===== config.mk =====
export PLATFORM = sky130hd
export DESIGN_NAME = ocadc_channel
export DESIGN_NICKNAME = d
export VERILOG_FILES = /design/src/logic/ocadc_clk_div.v /design/src/logic/ocadc_channel.v
export VERILOG_INCLUDE_DIRS = /design/src /design/src/logic
export SDC_FILE = /design/constraint.sdc
export NUM_CORES = 1
export LEC_CHECK = 0
export BUFFER_PORTS_ARGS = -buffer_cell sky130_fd_sc_hd__buf_4
export CELL_PAD_IN_SITES_DETAIL_PLACEMENT = 1
export CELL_PAD_IN_SITES_GLOBAL_PLACEMENT = 1
export CORE_MARGIN = 2
export CORE_UTILIZATION = 42
export DETAILED_ROUTE_END_ITERATION = 8
export PLACE_DENSITY = 0.84
export SLEW_MARGIN = 25
export SYNTH_ARGS = -nofsm -noshare
export SYNTH_HDL_FRONTEND = slang
export SYNTH_HIERARCHICAL = 1
export SYNTH_SLANG_ARGS = --single-unit

===== constraint.sdc =====
create_clock -name clk_sys -period 5.8 [get_ports clk_sys]
set_input_delay 1.74 -clock clk_sys [delete_from_list [all_inputs] [get_ports clk_sys]]
set_output_delay 1.74 -clock clk_sys [all_outputs]
set_load 0.02 [all_outputs]

===== src/logic/ocadc_regs.vh =====
`ifndef OCADC_REGS_VH
`define OCADC_REGS_VH

// Register indices; byte address is four times the index
`define OCADC_IDX_PROX_GAIN    6'h0b
`define OCADC_IDX_PROX_MISC    6'h0c
`define OCADC_IDX_AMB_IR_SEL   6'h0e
`define OCADC_IDX_AUX_SEL      6'h0f
`define OCADC_IDX_VIS_REC      6'h10
`define OCADC_IDX_VIS_GAIN     6'h11
`define OCADC_IDX_CONTROL      6'h20
`define OCADC_IDX_STATUS       6'h21
`define OCADC_IDX_RESULT       6'h22

// Reset values
`define OCADC_RST_PROX_GAIN    8'h00
`define OCADC_RST_PROX_MISC    8'h04
`define OCADC_RST_AMB_IR_SEL   8'h00
`define OCADC_RST_AUX_SEL      8'h65
`define OCADC_RST_VIS_REC      8'h70
`define OCADC_RST_VIS_GAIN     8'h00

// Writable bit masks; other bits read as zero
`define OCADC_MSK_GAIN         8'h07
`define OCADC_MSK_PROX_MISC    8'h24
`define OCADC_MSK_VIS_REC      8'h70

// Field positions
`define OCADC_GAIN_MSB         2
`define OCADC_RANGE_BIT        5
`define OCADC_MODE_BIT         2
`define OCADC_REC_MSB          6
`define OCADC_REC_LSB          4
`define OCADC_CTL_START_BIT    0
`define OCADC_CTL_CHAN_MSB     2
`define OCADC_CTL_CHAN_LSB     1
`define OCADC_CTL_EARLY_BIT    3
`define OCADC_STA_BUSY_BIT     0
`define OCADC_STA_DONE_BIT     1

// Channel codes
`define OCADC_CHAN_PROX        2'h0
`define OCADC_CHAN_VIS         2'h1
`define OCADC_CHAN_AMB_IR      2'h2
`define OCADC_CHAN_AUX         2'h3

// Converter input selections
`define OCADC_SEL_SMALL_IR     8'h00
`define OCADC_SEL_LARGE_IR     8'h03
`define OCADC_SEL_VISIBLE      8'h02
`define OCADC_SEL_TEMP         8'h65
`define OCADC_SEL_VDD          8'h75

// Timing
`define OCADC_ADC_CLK_NS       50
`define OCADC_SYS_CLK_MHZ      100
`define OCADC_ADC_CLK_CYC      ((`OCADC_ADC_CLK_NS * `OCADC_SYS_CLK_MHZ + 999) / 1000)
`define OCADC_INTEG_CLKS       16
`define OCADC_EMIT_CLKS        8

// Visible recovery lengths in divided converter clocks, one per code
`define OCADC_REC_CLKS_0       9'h001
`define OCADC_REC_CLKS_1       9'h007
`define OCADC_REC_CLKS_2       9'h00f
`define OCADC_REC_CLKS_3       9'h01f
`define OCADC_REC_CLKS_4       9'h03f
`define OCADC_REC_CLKS_5       9'h07f
`define OCADC_REC_CLKS_6       9'h0ff
`define OCADC_REC_CLKS_7       9'h1ff

`endif


===== src/logic/ocadc_clk_div.v =====
`timescale 1ns/100ps
// Converter clock generator: a base prescaler makes the converter clock,
// a second stage divides it by two raised to the gain exponent.
module ocadc_clk_div #(
  parameter BASE_CYC = 5,
  parameter PRE_W    = 4
) (
  input  wire       clk_sys,   // System clock
  input  wire       rst,       // Async reset, active high
  input  wire       ce,        // Clock enable
  input  wire       restart,   // Realign both stages
  input  wire [2:0] gain_exp,  // Divide exponent
  output wire       tick       // One pulse per divided converter clock
);
  localparam [PRE_W-1:0] PRE_LAST = BASE_CYC[PRE_W-1:0] - {{(PRE_W-1){1'b0}}, 1'b1};

  reg  [PRE_W-1:0] pre_reg;
  reg  [6:0]       div_reg;
  wire             adc_clk_pulse;
  wire [6:0]       div_last;

  assign adc_clk_pulse = (pre_reg == PRE_LAST);
  assign div_last      = (7'h01 << gain_exp) - 7'h01;
  assign tick          = adc_clk_pulse & (div_reg == div_last) & ~restart;

  always @(posedge clk_sys or posedge rst) begin
    if (rst) begin
      pre_reg <= {PRE_W{1'b0}};
      div_reg <= 7'h00;
    end else if (ce) begin
      if (restart) begin
        pre_reg <= {PRE_W{1'b0}};
        div_reg <= 7'h00;
      end else if (adc_clk_pulse) begin
        pre_reg <= {PRE_W{1'b0}};
        div_reg <= (div_reg == div_last) ? 7'h00 : div_reg + 7'h01;
      end else begin
        pre_reg <= pre_reg + {{(PRE_W-1){1'b0}}, 1'b1};
      end
    end
  end
endmodule // ocadc_clk_div


===== src/logic/ocadc_channel.v =====
// Register access over Wishbone is this design's own decision.
`timescale 1ns/100ps
`include "ocadc_regs.vh"
module ocadc_channel #(
  parameter DATA_W      = 16,
  parameter INTEG_CLKS  = `OCADC_INTEG_CLKS,
  parameter EMIT_CLKS   = `OCADC_EMIT_CLKS,
  parameter PROX_INPUT  = `OCADC_SEL_LARGE_IR
) (
  input  wire              clk_sys,        // System clock, 100 MHz
  input  wire              rst,            // Async reset, active high
  input  wire              ce,             // Clock enable, freezes all state when low
  input  wire              wb_cyc_i,       // Wishbone cycle
  input  wire              wb_stb_i,       // Wishbone strobe
  input  wire              wb_we_i,        // Wishbone write enable
  input  wire [7:0]        wb_adr_i,       // Wishbone byte address
  input  wire [3:0]        wb_sel_i,       // Wishbone byte selects
  input  wire [31:0]       wb_dat_i,       // Wishbone write data
  output reg  [31:0]       wb_dat_o,       // Wishbone read data
  output wire              wb_ack_o,       // Wishbone acknowledge
  input  wire [DATA_W-1:0] adc_data_in,    // Converter sample from the analog side
  output reg  [7:0]        adc_input_sel,  // Converter input selection
  output reg               adc_ref_gnd,    // Measurement referenced to ground
  output reg               adc_high_range, // Gain divided for high signal range
  output reg               adc_raw_mode,   // Raw converter measurement, no reference
  output reg               conv_active,    // Integration in progress
  output reg               infrared_emitter, // Emitter drive
  output reg               conv_done       // One-cycle pulse at result capture
);
  localparam ST_IDLE  = 2'b00;
  localparam ST_REC   = 2'b01;
  localparam ST_INTEG = 2'b10;

  reg  [7:0]        prox_gain_reg;
  reg  [7:0]        prox_misc_reg;
  reg  [7:0]        amb_ir_sel_reg;
  reg  [7:0]        aux_sel_reg;
  reg  [7:0]        vis_rec_reg;
  reg  [7:0]        vis_gain_reg;
  reg  [1:0]        chan_reg;
  reg               early_reg;
  reg               done_reg;
  reg  [DATA_W-1:0] result_reg;
  reg               ack_reg;

  reg  [1:0]        state_reg;
  reg  [1:0]        run_chan_reg;
  reg  [2:0]        run_exp_reg;
  reg               run_normal_reg;
  reg  [8:0]        count_reg;

  reg  [DATA_W-1:0] sync1_reg;
  reg  [DATA_W-1:0] sync2_reg;
  reg  [DATA_W-1:0] sync3_reg;
  reg  [DATA_W-1:0] stable_reg;

  wire              req;
  wire              wr_en;
  wire [5:0]        idx;
  wire              start;
  wire [1:0]        start_chan;
  wire              start_early;
  wire              use_vis_rec;
  reg  [2:0]        start_exp;
  reg  [8:0]        start_rec;
  reg  [7:0]        start_sel;
  wire              tick;
  wire              restart;
  wire              last_tick;
  wire              done_clear;
  reg  [31:0]       rd_next;

  assign req        = wb_cyc_i & wb_stb_i & ~ack_reg;
  assign wr_en      = req & wb_we_i & wb_sel_i[0];
  assign idx        = wb_adr_i[7:2];
  assign wb_ack_o   = ack_reg;
  assign start      = wr_en & (idx == `OCADC_IDX_CONTROL)
                      & wb_dat_i[`OCADC_CTL_START_BIT] & (state_reg == ST_IDLE);
  assign start_chan  = wb_dat_i[`OCADC_CTL_CHAN_MSB:`OCADC_CTL_CHAN_LSB];
  assign start_early = wb_dat_i[`OCADC_CTL_EARLY_BIT];
  assign done_clear  = wr_en & (idx == `OCADC_IDX_STATUS) & wb_dat_i[`OCADC_STA_DONE_BIT];

  // Early silicon shares the visible recovery and gain with ambient infrared; the flag
  // written with the start word counts, not the one left over from the previous start
  assign use_vis_rec = (start_chan == `OCADC_CHAN_VIS)
                       | ((start_chan == `OCADC_CHAN_AMB_IR) & start_early);
  assign restart     = start;
  assign last_tick   = tick & (count_reg == 9'h001);

  always @* begin
    case (start_chan)
      `OCADC_CHAN_PROX:   start_exp = prox_gain_reg[`OCADC_GAIN_MSB:0];
      `OCADC_CHAN_VIS:    start_exp = vis_gain_reg[`OCADC_GAIN_MSB:0];
      `OCADC_CHAN_AMB_IR: start_exp = start_early ? vis_gain_reg[`OCADC_GAIN_MSB:0] : 3'h0;
      default:            start_exp = 3'h0;
    endcase
  end

  // Only visible runs, or ambient infrared on early silicon, wait before integrating
  always @* begin
    start_rec = 9'h000;
    if (use_vis_rec) begin
      case (vis_rec_reg[`OCADC_REC_MSB:`OCADC_REC_LSB])
        3'h0:    start_rec = `OCADC_REC_CLKS_0;
        3'h1:    start_rec = `OCADC_REC_CLKS_1;
        3'h2:    start_rec = `OCADC_REC_CLKS_2;
        3'h3:    start_rec = `OCADC_REC_CLKS_3;
        3'h4:    start_rec = `OCADC_REC_CLKS_4;
        3'h5:    start_rec = `OCADC_REC_CLKS_5;
        3'h6:    start_rec = `OCADC_REC_CLKS_6;
        default: start_rec = `OCADC_REC_CLKS_7;
      endcase
    end
  end

  always @* begin
    case (start_chan)
      `OCADC_CHAN_PROX:   start_sel = PROX_INPUT;
      `OCADC_CHAN_VIS:    start_sel = `OCADC_SEL_VISIBLE;
      `OCADC_CHAN_AMB_IR: start_sel = amb_ir_sel_reg;
      default:            start_sel = aux_sel_reg;
    endcase
  end

  ocadc_clk_div #(
    .BASE_CYC (`OCADC_ADC_CLK_CYC),
    .PRE_W    (4)
  ) u_clk_div (
    .clk_sys  (clk_sys),
    .rst      (rst),
    .ce       (ce),
    .restart  (restart),
    .gain_exp (run_exp_reg),
    .tick     (tick)
  );

  // Sample pins come from the analog domain; a word may be caught mid-change, so only
  // a value seen on two edges in a row is passed on
  always @(posedge clk_sys or posedge rst) begin
    if (rst) begin
      sync1_reg  <= {DATA_W{1'b0}};
      sync2_reg  <= {DATA_W{1'b0}};
      sync3_reg  <= {DATA_W{1'b0}};
      stable_reg <= {DATA_W{1'b0}};
    end else if (ce) begin
      sync1_reg <= adc_data_in;
      sync2_reg <= sync1_reg;
      sync3_reg <= sync2_reg;
      if (sync3_reg == sync2_reg) begin
        stable_reg <= sync3_reg;
      end
    end
  end

  always @* begin
    rd_next = 32'h0000_0000;
    case (idx)
      `OCADC_IDX_PROX_GAIN:  rd_next[7:0] = prox_gain_reg;
      `OCADC_IDX_PROX_MISC:  rd_next[7:0] = prox_misc_reg;
      `OCADC_IDX_AMB_IR_SEL: rd_next[7:0] = amb_ir_sel_reg;
      `OCADC_IDX_AUX_SEL:    rd_next[7:0] = aux_sel_reg;
      `OCADC_IDX_VIS_REC:    rd_next[7:0] = vis_rec_reg;
      `OCADC_IDX_VIS_GAIN:   rd_next[7:0] = vis_gain_reg;
      `OCADC_IDX_CONTROL:    rd_next[3:0] = {early_reg, chan_reg, 1'b0};
      `OCADC_IDX_STATUS:     rd_next[3:0] = {run_chan_reg, done_reg, (state_reg != ST_IDLE)};
      `OCADC_IDX_RESULT:     rd_next[DATA_W-1:0] = result_reg;
      default:               rd_next = 32'h0000_0000;
    endcase
  end

  // Register file; one-cycle ack, unmapped reads return zero
  always @(posedge clk_sys or posedge rst) begin
    if (rst) begin
      ack_reg        <= 1'b0;
      wb_dat_o       <= 32'h0000_0000;
      prox_gain_reg  <= `OCADC_RST_PROX_GAIN;
      prox_misc_reg  <= `OCADC_RST_PROX_MISC;
      amb_ir_sel_reg <= `OCADC_RST_AMB_IR_SEL;
      aux_sel_reg    <= `OCADC_RST_AUX_SEL;
      vis_rec_reg    <= `OCADC_RST_VIS_REC;
      vis_gain_reg   <= `OCADC_RST_VIS_GAIN;
      chan_reg       <= `OCADC_CHAN_PROX;
      early_reg      <= 1'b0;
    end else if (ce) begin
      ack_reg <= wb_cyc_i & wb_stb_i & ~ack_reg;
      if (req) begin
        wb_dat_o <= rd_next;
      end
      // No protection against gain above five; software owns that limit
      if (wr_en) begin
        case (idx)
          `OCADC_IDX_PROX_GAIN:  prox_gain_reg  <= wb_dat_i[7:0] & `OCADC_MSK_GAIN;
          `OCADC_IDX_PROX_MISC:  prox_misc_reg  <= wb_dat_i[7:0] & `OCADC_MSK_PROX_MISC;
          `OCADC_IDX_AMB_IR_SEL: amb_ir_sel_reg <= wb_dat_i[7:0];
          `OCADC_IDX_AUX_SEL:    aux_sel_reg    <= wb_dat_i[7:0];
          `OCADC_IDX_VIS_REC:    vis_rec_reg    <= wb_dat_i[7:0] & `OCADC_MSK_VIS_REC;
          `OCADC_IDX_VIS_GAIN:   vis_gain_reg   <= wb_dat_i[7:0] & `OCADC_MSK_GAIN;
          `OCADC_IDX_CONTROL: begin
            chan_reg  <= start_chan;
            early_reg <= wb_dat_i[`OCADC_CTL_EARLY_BIT];
          end
          default: begin
          end
        endcase
      end
    end
  end

  // Sequencer; every setting is latched at start so writes never disturb a run
  always @(posedge clk_sys or posedge rst) begin
    if (rst) begin
      state_reg        <= ST_IDLE;
      run_chan_reg     <= `OCADC_CHAN_PROX;
      run_exp_reg      <= 3'h0;
      run_normal_reg   <= 1'b1;
      count_reg        <= 9'h000;
      adc_input_sel    <= `OCADC_SEL_SMALL_IR;
      adc_ref_gnd      <= 1'b0;
      adc_high_range   <= 1'b0;
      adc_raw_mode     <= 1'b0;
      conv_active      <= 1'b0;
      infrared_emitter <= 1'b0;
      conv_done        <= 1'b0;
      done_reg         <= 1'b0;
      result_reg       <= {DATA_W{1'b0}};
    end else if (ce) begin
      conv_done <= 1'b0;
      if (done_clear) begin
        done_reg <= 1'b0;
      end
      case (state_reg)
        ST_IDLE: begin
          if (start) begin
            run_chan_reg   <= start_chan;
            run_exp_reg    <= start_exp;
            run_normal_reg <= prox_misc_reg[`OCADC_MODE_BIT];
            adc_ref_gnd    <= (start_chan == `OCADC_CHAN_AUX);
            adc_high_range <= (start_chan == `OCADC_CHAN_PROX)
                              & prox_misc_reg[`OCADC_RANGE_BIT];
            adc_raw_mode   <= (start_chan == `OCADC_CHAN_PROX)
                              & ~prox_misc_reg[`OCADC_MODE_BIT];
            adc_input_sel  <= start_sel;
            if (start_rec != 9'h000) begin
              state_reg <= ST_REC;
              count_reg <= start_rec;
            end else begin
              state_reg   <= ST_INTEG;
              count_reg   <= INTEG_CLKS[8:0];
              conv_active <= 1'b1;
              infrared_emitter <= (start_chan == `OCADC_CHAN_PROX)
                                  & prox_misc_reg[`OCADC_MODE_BIT];
            end
          end
        end
        ST_REC: begin
          if (tick) begin
            count_reg <= count_reg - 9'h001;
          end
          if (last_tick) begin
            state_reg   <= ST_INTEG;
            count_reg   <= INTEG_CLKS[8:0];
            conv_active <= 1'b1;
            infrared_emitter <= (run_chan_reg == `OCADC_CHAN_PROX) & run_normal_reg;
          end
        end
        ST_INTEG: begin
          // Both lengths count divided ticks, so both stretch by the gain
          if (tick) begin
            count_reg <= count_reg - 9'h001;
            if (count_reg == INTEG_CLKS[8:0] - EMIT_CLKS[8:0] + 9'h001) begin
              infrared_emitter <= 1'b0;
            end
          end
          if (last_tick) begin
            state_reg        <= ST_IDLE;
            conv_active      <= 1'b0;
            infrared_emitter <= 1'b0;
            result_reg       <= stable_reg;
            conv_done        <= 1'b1;
            done_reg         <= 1'b1;
          end
        end
        default: begin
          state_reg        <= ST_IDLE;
          conv_active      <= 1'b0;
          infrared_emitter <= 1'b0;
        end
      endcase
    end
  end
endmodule // ocadc_channel


Yosys cells after proc, flatten, opt, wreduce, memory -nomap -nowiden. Cells that the tools add are included.

Output and inout port bits: 47. Register bits after elaboration: 170. Word-level logic and storage cells: 151. Bits of input ports: 66.

Mux-type cells: 40. Bitwise logic cells: 21. Reduce and logical (&&, ||, !) cells: 24. Shifts and indexed selects: 1. $add $sub $neg: 4. Equal/unequal tests: 31.

Operators by type and width (number): $pmux W9 S7 (1); $mux W9 (5); $pmux W4 S8 (1); $reduce_and A3 Y1 (10); $pmux W9 S3 (1); $eq A6 B4 Y1 const B (4); $pmux W8 S3 (1); $mux W7 (3); $pmux W4 S5 (1); $eq A6 B6 Y1 const B (3); $and A1 B1 Y1 (17); $eq A16 B16 Y1 (1); $mux W1 (15); $eq A6 B5 Y1 const B (2); $eq A3 B3 Y1 const B (3); $eq A9 B1 Y1 const B (1); $eq A9 B4 Y1 const B (1); $pmux W3 S3 (1); $reduce_bool A9 Y1 (1); $sub A9 B1 Y9 const B (1); $mux W2 (4); $mux W4 (2); $mux W8 (1); $add A7 B1 Y7 const B (1); other kinds (25) (40).

Depth between registers and ports, before layout.
Depth in word-level cells: 12. Depth in mapped cells: 15. Mapped depth without buffers: 13.

By module. Netlist, hierarchy kept.

Modules (own cells, without submodules): ocadc_channel (cells an instance 574, instances 1, seq. area each 3990.1 um^2, area each 7239.4 um^2); ocadc_clk_div (cells an instance 93, instances 1, seq. area each 275.3 um^2, area each 842.1 um^2).

Worst setup path before layout. OpenSTA, ideal clock, no wires.

Path kind: input to register. From: input port wb_adr_i[2]. To: register result_reg[0]. Data arrival time: 4517 ps. Path buffers: 3. Slack: 1158 ps. Library setup time: 125 ps. Stages: 12. Required time: 5675 ps. Path through: clkbuf_1 nor3_2 nand2_1 nor4_1 or3_1 nor3_1 or4bb_1 nor3_2 and3_1 buf_2 buf_6 mux2_2.

Cells in the longest elaborated chain, start to end: 8.

RTL lines: start, declared (RTL line ocadc_channel.v:16) `input wire [7:0] wb_adr_i,`; $eq A6 B6 Y1; $and A1 B1 Y1 (3 in series) (RTL line ocadc_channel.v:77) `` assign start = wr_en & (idx == `OCADC_IDX_CONTROL) ``; via restart (RTL line ocadc_channel.v:68) `wire restart;`; $not A1 Y1 (RTL line ocadc_clk_div.v:24) `assign tick = adc_clk_pulse & (div_reg == div_last) & ~restart;`; $and A1 B1 Y1 (RTL line ocadc_clk_div.v:24); via tick (RTL line ocadc_channel.v:67) `wire tick;`; $and A1 B1 Y1 (RTL line ocadc_channel.v:88) `assign last_tick = tick & (count_reg == 9'h001);`; $reduce_and A3 Y1 (no source line); end signal, assigned (RTL line ocadc_channel.v:225) `result_reg <= {DATA_W{1'b0}};`; end signal, assigned (RTL line ocadc_channel.v:278) `result_reg <= stable_reg;`; end, declared (RTL line ocadc_channel.v:43) `reg [DATA_W-1:0] result_reg;`.

The timed path passes the listed nets, and every way through them passes these cells. A chain may end at the register's enable or synchronous reset.

Final worst setup path.
From: input port wb_adr_i[7]. To: register result_reg[4].

Same word-level chain as after synthesis.

==> summary.md <==
| Metric | Value |
|---|---|
| Worst Hold Class | register to register |
| CP max FO | 17 |
| Post_cts resized | 0 |
| Gpl congestion | 0.822 |
| Fmax achieved | about 210 MHz |
| Required time worst endpoint | a little over 6 ns |
| Gate power share | 0.175 |
| Post-synth EDFFs | 0 |
| Post-synthesis xor/xnor area fraction | 0.0271 |
| Iter 0 DRT Violations | around 330 |
| Post-synth top area share | 0.499 |
| Clock transition at path regs | ~0.070 ns |
| Die X | 143 um |
| Synth cell count leaders | dfrtp_1, mux2_2, nand2_1, o21ai_0, inv_1 |
| HP Start | wb_dat_o[0] |
| CTS max path bufs | 2 |
| Core ar. | ~19000 um2 |
| Syn Std Cell Area | 8080 um2 |
| Top_reg_cell synth | dfrtp_1 |
| Synth top area cells | dfrtp_1, mux2_2, dfstp_2 |
| CTS tree | done |
| Sequential area share after synthesis | 0.528 |
| Lkg Pwr | ~4.3 nW |
| Clock H-tree levels | 4 |
| Final Hold Fails | 0 |
| Post-DP HPWL | ~13000 um |
| Largest family of logic cells by synthesized area | multiplexers |
| Yosys reg bits | 170 |
| Crit path from | wb_adr_i[7] |
| Async set-reset flop share out of synthesis | 1.00 |
| Worst VDD drop | 0.185 mV |
| Largest net degree at the start of global routing | 160 |
| Number of distinct standard cells referenced by the synthesized netlist | 64 |
| WL per Instance | ~20 um |
| Synth Area in Adders | 0.0155 |
| Post-synthesis mux area share | 0.180 |
| Die Ht | ~140 um |
| DRC | 0 |
| Hold Buf Count CTS | 0 |
| Routed Antenna Nets | 0 |
| Synth Area in Simple Gates | 0.102 |
| Unrepaired setup endpoints after global routing | no |
| CP Class | input pin to register |
| Sw Pwr | ~0.94 mW |
| Pwr dens | 326 nW/um2 |
| Max Used Layer | met4 |
| CP startpoint kind | input pin |
| Clk Latency, worst-skew pair | 0.44 ns |
| Mapped Avg Cell Area | between 10 and 15 um2 |
| MaxCap Viol Count | 0 |
| ANT cells | 0 |
| Initial antenna violation count | 0 |
| Status | complete, no violations |
| Setup TNS | 0 ns |
| Synth Instances | 667 |
| First-pass GRT wire length | ~32000 um |
| Synth-to-Final Area Change | 15.3% |
| Reg2reg start | run_exp_reg[2] |
| Sequential Power Share | 0.454 |
| Final #Nets | around 800 |
| Clock tree root buffer cell | clkbuf_16 |
| GRT Util Overall | 0.202 |
| Setup bufs post-CTS | 0 |
| Grt ovf | 0 |
| Detailed route wirelength on metal3 | 728 um |
| Met2 Wirelength | around 9900 um |
| Die Footprint | between 20000 and 25000 um2 |
| Clock skew | roughly 0.0095 ns |
| Vias after detailed routing | ~5.6k |
| Starting density of the core | 0.431 |
| Rows | 50 |
| Leading area contributor after synthesis | dfrtp_1 |
| Pre-antenna DRT Iters | 5 |
| YS warnings | 6 |
| Via density | roughly 5.7 |
| Count of final setup violators | 0 |
| Slew headroom | 0.388 |
| M1 WL | ~8400 um |
| CP Capture Type | register |
| Share of cells above drive strength 1 | 0.336 |
| Clock power frac | 0.371 |
| Fraction of the mapped netlist area in compound gates | 0.107 |
| Core Util, Final | 0.497 |
| Minimum clock period | between 4 and 5 ns |
| DRT Wirelength | between 15000 and 20000 um |
| Vias in the first global route | ~6k |
| Pins Over Slew Limit | 0 |
| Count leader, synth | dfrtp_1 |
| Switching share of power | 0.309 |
| Internal power | between 2 and 2.5 mW |
| Num ports | roughly 110 |
| Filler cell count | ~2k |
| Tightest Pin Transition | 0.916 ns |
| Critical path data arrival time | between 5 and 6 ns |
| Port buffer count | between 60 and 70 |
| TritonCTS Sinks | 170 |
| Tcrit/Tclk final | 0.837 |
| Num CTS Buffers | 17 |
[power by group through the flow]
stage               combinational, mW  clock, mW  sequential (mW)
floorplan                       0.392          0             1.37
global placement                0.483          0             1.39
detailed placement              0.525          0             1.40
CTS                             0.534       1.15             1.38
global route                    0.589       1.20             1.40
finish                          0.532       1.13             1.38
[kinds of logic after synthesis]
logic type,after synthesis
buffers and inverters,65
multiplexers,130
AND/OR/NAND/NOR,146
other,1
XOR/XNOR,25
adder cells (fa/ha/maj),10
flip-flops,170
AO/OA/AOI/OAI,120
[final timing paths]
kind | to | slack (ns) | depth (start not counted)
worst max-delay path | result_reg[4] | 0.95 | 12
worst min-delay path | wb_dat_o[0] | 0.48 | 1
worst max register to register | result_reg[4] | 1.07 | 12
worst min register to register | wb_dat_o[0] | 0.48 | 1
max in group asynchronous | sync3_reg[5] | 3.61 | 3
min in group asynchronous | u_clk_div/pre_reg[2] | 1.32 | 2
[critical path, stage by stage]
cell,delay [ns]
buf_4,0.12
or4b_4,0.25
nor3_2,0.07
nand2_1,0.08
nor4_1,0.09
or3_1,0.38
nor3_1,0.56
or4bb_1,0.63
nor3_2,0.29
and3_1,0.27
buf_4,0.29
mux2_2,0.39
[stage by stage]
| step | instance area (um2) | hold slack, ns | setup WS [ns] | instances | total power, mW |
|---|---|---|---|---|---|
| 2_1_floorplan | 8140 | 0.445 | 1.16 | 682 | 1.76 |
| 3_3_place_gp | 8730 | 0.463 | 0.717 | 942 | 1.87 |
| 3_5_place_dp | 8730 | 0.474 | 0.530 | 942 | 1.92 |
| 4_1_cts | 9320 | 0.489 | 0.957 | 974 | 3.06 |
| 5_1_grt | 9320 | 0.505 | 0.748 | 974 | 3.19 |
| 6_report | 9320 | 0.484 | 0.947 | 974 | 3.04 |
[cells in the final DEF, fill, tap and decap left out, types with 5 or more instances in the layout]
cell type  synthesis  layout
a21o_1             7       7
a21oi_1            7       7
a22o_1            17      17
a22oi_1           18      18
a31oi_1            6       6
and2_1             7       7
and3_1             8       8
buf_4             17      71
clkbuf_16          0      17
conb_1             1      16
dfrtp_1          161     161
dfstp_2            9       9
ha_1              10      10
inv_1             19      18
inv_8              0       5
mux2_2           121     121
mux2i_1            9       9
nand2_1           48      48
nand2b_1           7       7
nand3_1            9       9
nand4_1            7       7
nor2_1            14      14
nor3_1             7       7
o21ai_0           34      34
o21ai_1            5       5
o311ai_1           5       5
xnor2_1           18      18
xor2_1             7       7
[metal layers]
| metal | vias to the layer above | GRT usage |
|---|---|---|
| li1 | 2512 | - |
| met1 | 2886 | 0.252 |
| met2 | 129 | 0.353 |
| met3 | 37 | 0.0366 |
| met4 | 0 | 0.0730 |
| met5 | - | 0 |
[final cells by class]
cell class | instances | area [um2] | share of cell area
Clock buffer | 18 | 439 | 0.0471
Sequential cell | 170 | 4270 | 0.458
Inverter | 19 | 75.1 | 0.00805
Multi-Input combinational cell | 447 | 3550 | 0.381
Tap cell | 234 | 293 | 0.0314
Clock inverter | 14 | 149 | 0.0160
Timing Repair Buffer | 72 | 553 | 0.0593
(Power assumes the default switching activity.)
